<file path="config.mk">
export PLATFORM = sky130hd
export DESIGN_NAME = srf_filter
export DESIGN_NICKNAME = d
export VERILOG_FILES = /design/src/srf_pkg.sv /design/src/srf_serializer.sv /design/src/srf_filter.sv
export SDC_FILE = /design/constraint.sdc
export NUM_CORES = 1
export LEC_CHECK = 0
export BUFFER_PORTS_ARGS = -buffer_cell sky130_fd_sc_hd__buf_2
export CAP_MARGIN = 25
export CORE_MARGIN = 2
export CORE_UTILIZATION = 64
export CTS_BUF_LIST = sky130_fd_sc_hd__clkbuf_8
export DETAILED_ROUTE_END_ITERATION = 10
export PLACE_DENSITY = 0.88
export SYNTH_ARGS = -nofsm -noshare
export SYNTH_HDL_FRONTEND = slang
export SYNTH_SLANG_ARGS = --single-unit
export TNS_END_PERCENT = 5
</file>
<file path="constraint.sdc">
create_clock -name clk_i -period 4.5 [get_ports clk_i]
set_input_delay 0.9 -clock clk_i [delete_from_list [all_inputs] [get_ports clk_i]]
set_output_delay 0.9 -clock clk_i [all_outputs]
set_load 0.01 [all_outputs]
</file>
<file path="src/srf_pkg.sv">
// Constants, types and register map of the source-route frame filter.
// Assumes a 40 MHz system clock and a 10 Mbit/s token bus link.
package srf_pkg;
	// Timing
	localparam int CLK_NS = 25;
	localparam int SER_BIT_NS = 100;
	localparam logic [2:0] BIT_DIV = 3'(SER_BIT_NS / CLK_NS);
	localparam int TOKEN_RESP_BITS = 105;
	localparam int TOKEN_RESP_NS = TOKEN_RESP_BITS * SER_BIT_NS;
	localparam int TOKEN_RESP_CYC = TOKEN_RESP_NS / CLK_NS;
	localparam int REPLY_RESP_BITS = 498;
	localparam int REPLY_RESP_NS = REPLY_RESP_BITS * SER_BIT_NS;
	localparam int REPLY_RESP_CYC = REPLY_RESP_NS / CLK_NS;
	// Register byte offsets
	localparam logic [7:0] OFS_CTRL = 8'h00;
	localparam logic [7:0] OFS_SRC_SEG = 8'h04;
	localparam logic [7:0] OFS_TGT_SEG = 8'h08;
	localparam logic [7:0] OFS_MASK = 8'h0C;
	localparam logic [7:0] OFS_STATUS = 8'h10;
	localparam logic [7:0] OFS_ACC_CNT = 8'h14;
	localparam logic [7:0] OFS_TX = 8'h18;
	// Field positions
	localparam int CTRL_RECOG_BIT = 0;
	localparam int CTRL_PRED_BIT = 1;
	localparam int TX_LAST_BIT = 8;
	localparam int RC_BCAST_LSB = 5;
	localparam int RC_LEN_LSB = 0;
	localparam int ST_SR_HIT_BIT = 0;
	localparam int ST_ACC_BIT = 1;
	localparam int ST_KIND_LSB = 2;
	localparam int ST_LEN_LSB = 8;
	localparam logic [4:0] RC_OCTETS = 5'h02;
	// Reset values (initialization table)
	localparam logic [1:0] RST_CTRL = 2'h0;
	localparam logic [15:0] RST_SRC_SEG = 16'h0000;
	localparam logic [15:0] RST_TGT_SEG = 16'h0000;
	localparam logic [15:0] RST_MASK = 16'hF0FF;

	typedef enum logic [1:0] {
		BC_NONE = 2'h0,
		BC_ALL = 2'h1,
		BC_LIMITED = 2'h2
	} bcast_kind_e;

	typedef enum logic [4:0] {
		PH_IDLE = 5'h01,
		PH_RC0 = 5'h02,
		PH_RC1 = 5'h04,
		PH_RD_HI = 5'h08,
		PH_RD_LO = 5'h10
	} phase_e;

	typedef struct packed {
		logic valid;
		logic [7:0] data;
	} rx_beat_s;

	typedef struct packed {
		logic valid;
		logic last;
		logic [7:0] data;
	} tx_beat_s;

	function automatic bcast_kind_e bcast_kind(input logic [2:0] code);
		if (!code[2]) begin
			return BC_NONE;
		end
		return code[1] ? BC_LIMITED : BC_ALL;
	endfunction
endpackage

</file>
<file path="src/srf_serializer.sv">
// Octet serializer toward the token bus, least significant bit first.
// Assumes the caller holds a beat until ready_o; one bit per BIT_DIV clocks.
`timescale 1ns/100ps
module srf_serializer
	import srf_pkg::*;
(
	input wire logic clk_i,
	input wire logic rst_i,
	input wire tx_beat_s beat_i,
	output logic ready_o,
	output logic bit_o,
	output logic bit_en_o,
	output logic frame_done_o
);
	typedef struct packed {
		logic busy;
		logic last;
		logic [7:0] shreg;
		logic [2:0] bitn;
		logic [2:0] div;
		logic bit_out;
		logic bit_en;
		logic done;
	} ser_state_s;

	ser_state_s st;
	ser_state_s next_st;

	always_comb begin
		next_st = st;
		next_st.bit_en = 1'b0;
		next_st.done = 1'b0;
		if (!st.busy) begin
			if (beat_i.valid) begin
				next_st.busy = 1'b1;
				next_st.last = beat_i.last;
				next_st.shreg = beat_i.data;
				next_st.bitn = 3'h0;
				next_st.div = 3'h0;
			end
		end else if (st.div == BIT_DIV - 3'h1) begin
			next_st.div = 3'h0;
			next_st.bit_out = st.shreg[0];
			next_st.bit_en = 1'b1;
			next_st.shreg = {1'b0, st.shreg[7:1]};
			next_st.bitn = st.bitn + 3'h1;
			if (st.bitn == 3'h7) begin
				next_st.busy = 1'b0;
				next_st.done = st.last;
			end
		end else begin
			next_st.div = st.div + 3'h1;
		end
	end

	always_ff @(posedge clk_i) begin
		if (rst_i) begin
			st <= '0;
		end else begin
			st <= next_st;
		end
	end

	assign ready_o = !st.busy;
	assign bit_o = st.bit_out;
	assign bit_en_o = st.bit_en;
	assign frame_done_o = st.done;
endmodule

</file>
<file path="src/srf_filter.sv">
// Source-route receive filter with Wishbone registers and transmit path.
// Assumes an upstream deframer: rx_i carries only routing field octets.
`timescale 1ns/100ps
module srf_filter
	import srf_pkg::*;
(
	input wire logic clk_i,
	input wire logic rst_i,
	input wire logic cyc_i,
	input wire logic stb_i,
	input wire logic we_i,
	input wire logic [7:0] adr_i,
	input wire logic [3:0] sel_i,
	input wire logic [31:0] dat_i,
	output logic [31:0] dat_o,
	output logic ack_o,
	input wire logic frame_start_i,
	input wire logic routing_info_indicator_i,
	input wire rx_beat_s rx_i,
	input wire logic frame_end_delimiter_i,
	input wire logic addr_match_i,
	input wire logic token_for_me_i,
	input wire logic request_reply_frame_i,
	output logic frame_accept_o,
	output logic preamble_start_o,
	output logic serial_bit_o,
	output logic serial_bit_en_o,
	output logic tx_frame_done_o
);
	localparam int TOK_LIM = TOKEN_RESP_CYC;

	typedef struct packed {
		logic ack;
		logic [31:0] dat;
		logic [1:0] ctrl;
		logic [15:0] src_seg;
		logic [15:0] tgt_seg;
		logic [15:0] mask;
		phase_e phase;
		logic routing_info_indicator;
		logic [4:0] left;
		logic [7:0] rd_hi;
		logic prev_src;
		logic sr_hit;
		logic [2:0] bcast;
		logic [4:0] rlen;
		logic last_acc;
		logic last_hit;
		logic [15:0] acc_cnt;
		logic accept;
		tx_beat_s tx;
		logic resp_pend;
		logic preamble;
	} rf_state_s;

	rf_state_s st;
	rf_state_s next_st;
	logic tx_ready;
	logic [15:0] rd_word;
	logic src_hit;
	logic tgt_hit;
	logic wb_req;
	logic wr_ok;

	function automatic logic [15:0] lane_write(input logic [15:0] old,
		input logic [31:0] wd, input logic [3:0] sel);
		logic [15:0] r;
		r = old;
		if (sel[0]) begin
			r[7:0] = wd[7:0];
		end
		if (sel[1]) begin
			r[15:8] = wd[15:8];
		end
		return r;
	endfunction

	function automatic logic seg_match(input logic [15:0] rd,
		input logic [15:0] id, input logic [15:0] msk);
		return ((rd ^ id) & msk) == 16'h0000;
	endfunction

	function automatic logic [31:0] read_mux(input rf_state_s s, input logic [7:0] a);
		logic [31:0] r;
		r = 32'h0000_0000;
		case (a)
			OFS_CTRL: r[1:0] = s.ctrl;
			OFS_SRC_SEG: r[15:0] = s.src_seg;
			OFS_TGT_SEG: r[15:0] = s.tgt_seg;
			OFS_MASK: r[15:0] = s.mask;
			OFS_STATUS: begin
				r[ST_SR_HIT_BIT] = s.last_hit;
				r[ST_ACC_BIT] = s.last_acc;
				r[ST_KIND_LSB +: 2] = bcast_kind(s.bcast);
				r[ST_LEN_LSB +: 5] = s.rlen;
				r[TX_LAST_BIT + 8] = !tx_ready || s.tx.valid;
			end
			OFS_ACC_CNT: r[15:0] = s.acc_cnt;
			default: r = 32'h0000_0000;
		endcase
		return r;
	endfunction

	srf_serializer u_ser (
		.clk_i(clk_i),
		.rst_i(rst_i),
		.beat_i(st.tx),
		.ready_o(tx_ready),
		.bit_o(serial_bit_o),
		.bit_en_o(serial_bit_en_o),
		.frame_done_o(tx_frame_done_o)
	);

	assign rd_word = {st.rd_hi, rx_i.data};
	assign src_hit = seg_match(rd_word, st.src_seg, st.mask);
	assign tgt_hit = seg_match(rd_word, st.tgt_seg, st.mask);
	assign wb_req = cyc_i && stb_i && !st.ack;
	assign wr_ok = !(adr_i == OFS_TX && st.tx.valid);

	always_comb begin
		next_st = st;
		next_st.ack = 1'b0;
		next_st.accept = 1'b0;
		next_st.preamble = 1'b0;
		// Register bus
		if (wb_req && (!we_i || wr_ok)) begin
			next_st.ack = 1'b1;
			next_st.dat = we_i ? 32'h0000_0000 : read_mux(st, adr_i);
			if (we_i) begin
				case (adr_i)
					OFS_CTRL: begin
						if (sel_i[0]) begin
							next_st.ctrl = dat_i[1:0];
						end
					end
					OFS_SRC_SEG: next_st.src_seg = lane_write(st.src_seg, dat_i, sel_i);
					OFS_TGT_SEG: next_st.tgt_seg = lane_write(st.tgt_seg, dat_i, sel_i);
					OFS_MASK: next_st.mask = lane_write(st.mask, dat_i, sel_i);
					OFS_TX: begin
						if (sel_i[0]) begin
							next_st.tx.valid = 1'b1;
							next_st.tx.data = dat_i[7:0];
							next_st.tx.last = sel_i[1] && dat_i[TX_LAST_BIT];
						end
					end
					default: next_st.dat = 32'h0000_0000;
				endcase
			end
		end
		// Transmit handoff, bytes unaltered
		if (st.tx.valid && tx_ready) begin
			next_st.tx.valid = 1'b0;
		end
		// Routing field scan
		if (frame_start_i) begin
			next_st.phase = PH_RC0;
			next_st.routing_info_indicator = routing_info_indicator_i;
			next_st.sr_hit = 1'b0;
			next_st.prev_src = 1'b0;
			next_st.left = 5'h00;
		end else if (rx_i.valid) begin
			case (st.phase)
				PH_IDLE: next_st.phase = PH_IDLE;
				PH_RC0: begin
					next_st.bcast = rx_i.data[RC_BCAST_LSB +: 3];
					next_st.rlen = rx_i.data[RC_LEN_LSB +: 5];
					next_st.left = rx_i.data[RC_LEN_LSB +: 5] - 5'h01;
					next_st.phase = PH_RC1;
				end
				PH_RC1: begin
					// Second control octet carries nothing the filter uses
					next_st.left = st.left - 5'h01;
					next_st.phase = (st.rlen > RC_OCTETS) ? PH_RD_HI : PH_IDLE;
				end
				PH_RD_HI: begin
					next_st.rd_hi = rx_i.data;
					next_st.left = st.left - 5'h01;
					next_st.phase = (st.left > 5'h01) ? PH_RD_LO : PH_IDLE;
				end
				PH_RD_LO: begin
					if (st.prev_src && tgt_hit) begin
						next_st.sr_hit = 1'b1;
					end
					next_st.prev_src = src_hit;
					next_st.left = st.left - 5'h01;
					next_st.phase = (st.left > 5'h01) ? PH_RD_HI : PH_IDLE;
				end
				default: next_st.phase = PH_IDLE;
			endcase
		end
		// Decision at end of frame, same test for every broadcast kind
		if (frame_end_delimiter_i) begin
			next_st.phase = PH_IDLE;
			next_st.last_hit = st.sr_hit && st.routing_info_indicator;
			next_st.accept = addr_match_i
				|| (st.ctrl[CTRL_RECOG_BIT] && st.routing_info_indicator && st.sr_hit);
			next_st.last_acc = next_st.accept;
			if (next_st.accept) begin
				next_st.acc_cnt = st.acc_cnt + 16'h0001;
			end
			next_st.resp_pend = token_for_me_i
				|| (request_reply_frame_i && st.ctrl[CTRL_PRED_BIT]);
		end
		// Answer starts on the cycle after the pending flag
		if (st.resp_pend) begin
			// New delimiter keeps its own request
			if (!frame_end_delimiter_i) begin
				next_st.resp_pend = 1'b0;
			end
			next_st.preamble = 1'b1;
		end
	end

	always_ff @(posedge clk_i) begin
		if (rst_i) begin
			st <= '0;
			st.phase <= PH_IDLE;
			st.ctrl <= RST_CTRL;
			st.src_seg <= RST_SRC_SEG;
			st.tgt_seg <= RST_TGT_SEG;
			st.mask <= RST_MASK;
		end else begin
			st <= next_st;
		end
	end

	assign dat_o = st.dat;
	assign ack_o = st.ack;
	assign frame_accept_o = st.accept;
	assign preamble_start_o = st.preamble;

	// Checks
	logic [11:0] reply_wait;
	always_ff @(posedge clk_i) begin
		if (rst_i || preamble_start_o) begin
			reply_wait <= 12'h000;
		end else if (st.resp_pend || reply_wait != 12'h000) begin
			reply_wait <= reply_wait + 12'h001;
		end
	end
endmodule

</file>
==> flow_summary.ini <==
[final_layout]
layout.cells.non_filler = 976
drive_above_1_share_pct = 15.0
diodes = 0
syn_to_final_growth_pct = 8.12
nets = 894

[pwr]
pwr_density_cell_nw_per_um2 = 323
vdd_drop_max_uv = 312
p_leak_uw = 0.00310
power.total_uw = 2480

[run_status]
status = completed

[synthesis]
syn_area_um2 = 7100
ys_seq_area_share_pct = 41.2
ys.warnings.count = 0
syn_inst = 793
avgSynthCellArea_um2 = 8.95
ys_types = 68
synth-edff-count = 0
ys.flop_type = dfxtp_1
async_flop_share_pct = 0
ys_seq_elements = 146

[placement]
place.gp.congestion = 1.02
dpl.hpwl_mm = 13.3
port_buffers = 68
dp_cells = 944
pre_cts_ws_ns = 1.11

[clock_network]
cts_root_buf = clkbuf_8
clockBufferDepth = 2
clk_pin_slew_ns = 0.08
clkSinkCount = 146
htreeDepth = 4
ctsHoldBuffers = 0
clk_latency_ns = 0.47
numCtsBuffers = 17
post_cts_buffers = 0
cts_resized = 0
cts_tree = yes

[setup_path]
crit_buf_inv = 1
worstPathRequired_ns = 4.91
crit_arrival_ns = 3.38
startpoint_type = primary input
worst-path-max-fanout = 23
worstSetupEndpointType = register
critPathTopFamily = simple AND/OR/NAND/NOR gates
crit_path_max_incr_delay_ns = 0.83
critPathKind = in -> reg
cp_slowest_cell = nor4b_1
cp_cell_sequence = buf_2, nor4b_1, nand2_1, o21ai_2, and2b_1, a22o_1

[timing]
timing.setup.tns_ns = 0
period_share_pct = 66.1
timing.fmax_ghz = 0.336
rsz0062_at_grt = false
fin_crit_ns = 2.98
setup_violations = 0
hold_violations = 0
finClkSkew_ns = 0.0131
maxSlewViolCount = 0
setup_ws_ns = 1.52
worst_slew_pin_slew_ns = 1.07
maxSlewHeadroom_pct = 27.9

[worst_hold_path]
min_path_type = reg -> reg

[floorplan]
initial_core_util_pct = 65.5
coreArea_um2 = 10800
rows = 38
io_pins = 102
dieWidth_um = 109
fp.dieH_um = 109
die_area_um2 = 12000

[route]
firstDrtPassIters = 7
drc = 0
routed_wirelength_mm = 18.8
drt-vias-per-instance = 6.35
drt-initial-drc-count = 825
wire_per_inst_um = 19.3
vias = 6194
ant_nets = 0

[grt]
grt_max_degree = 86
track_usage_pct = 32.3
grt_pass1_wl_mm = 29.4
grt_pass1_vias = 5882
grt_overflow = 0
antenna_found_initial = 0

[run]
maxCapViolCount = 0
## cells by family after synthesis
logic type      after synthesis  share of synthesized area (%)
simple gates                260                           18.1
compound gates              166                           15.7
flops                       146                           41.2
buf+inv                      90                           6.78
mux                          74                           10.9
xor+xnor                     49                           6.04
fa+ha+maj                     7                           1.23
other cells                   1                         0.0528
## layout make-up
type | count | area, um^2
multi-input cells | 571 | 3750
flip-flops and latches | 146 | 2920
clock inverters | 13 | 136
clock buffers | 19 | 262
fillers | 811 | 3160
repair buffers | 73 | 380
inverters | 14 | 52.6
well taps | 140 | 175
## metal layers
metal	vias up	wire, um	track usage (%)	part of all wire [%]
li1	2825	-	-	-
met1	2925	7420	39.4	39
met2	373	8910	52.3	47
met3	71	1670	7.82	8.9
met4	0	794	17.9	4.2
met5	-	0	0	0
## cell usage in the layout (no fill, tap or decap), types with 3 or more instances in the layout
cell type,count
clkbuf_8,19
a32o_1,3
o21ai_0,30
conb_1,15
o2bb2ai_1,9
clkinvlp_4,6
a211o_1,13
nor4_1,4
a21oi_1,53
nand2_1,60
ha_1,7
and4_1,4
and3_1,7
inv_1,15
nand3_1,16
o22ai_1,4
xnor2_1,12
nor2_1,92
a221oi_1,7
nor3b_1,3
nor3_1,13
dfxtp_1,146
mux2i_1,65
a22o_1,10
a222oi_1,5
nand4_1,6
a31oi_1,3
buf_2,67
nor2b_1,18
or3_1,6
nand2b_1,10
a22oi_1,12
buf_4,6
xor2_1,37
mux2_2,7
## synthesized netlist by cell type (7+ instances only)
cell type  count  share of area (%)
clkbuf_1      30                1.6
buf_2          7               0.49
ha_1           7                1.2
o21ai_0       30                2.1
a22oi_1       12                1.3
a211o_1       13                1.6
a22o_1        10                1.2
nand3_1       16                1.1
xor2_1        37                4.6
a21oi_1       53                3.7
nor3_1        13               0.92
a221oi_1       7               0.86
nor2_1        92                4.9
mux2_2         7                1.1
and3_1         7               0.62
dfxtp_1      146                 41
xnor2_1       12                1.5
o2bb2ai_1      9                1.1
inv_1         14               0.74
nor2b_1       18                1.6
nand2_1       60                3.2
mux2i_1       65                9.2
buf_4         34                3.6
nand2b_1      10               0.88
## worst paths after layout
path	slack (ns)	depth (start not counted)	end	from
hold reg to reg	0.45	1	preamble_start_o	st[1]
setup reg to reg	2.30	5	st[85]	ack_o
hold / removal	0.45	1	preamble_start_o	st[1]
setup / recovery	1.52	6	dat_o[7]	adr_i[3]
## power breakdown
| group | total, uW | switching (uW) | internal (uW) |
|---|---|---|---|
| logic | 151 | 102 | 48.8 |
| registers | 1300 | 4.31 | 1300 |
| clock network | 1030 | 510 | 519 |
| total | 2480 | 617 | 1860 |
## state kept, by name, indices dropped and copies added (netlist names)
register,count
ack_o,1
u_ser.frame_done_o,1
u_ser.bit_en_o,1
preamble_start_o,1
u_ser.st,16
dat_o,17
rd_word,8
st,99
frame_accept_o,1
u_ser.bit_o,1
## per-stage QoR
step / utilization (%) / instance area [um^2] / hold slack [ns]
4_1_cts: 70.8 / 7680 / 0.450
5_1_grt: 70.8 / 7680 / 0.482
3_5_place_dp: 67.2 / 7280 / 0.430
2_1_floorplan: - / 7150 / 0.414
3_3_place_gp: 67.2 / 7280 / 0.426
6_report: 70.8 / 7680 / 0.446
Note: power is estimated with default switching activity, not from simulation.
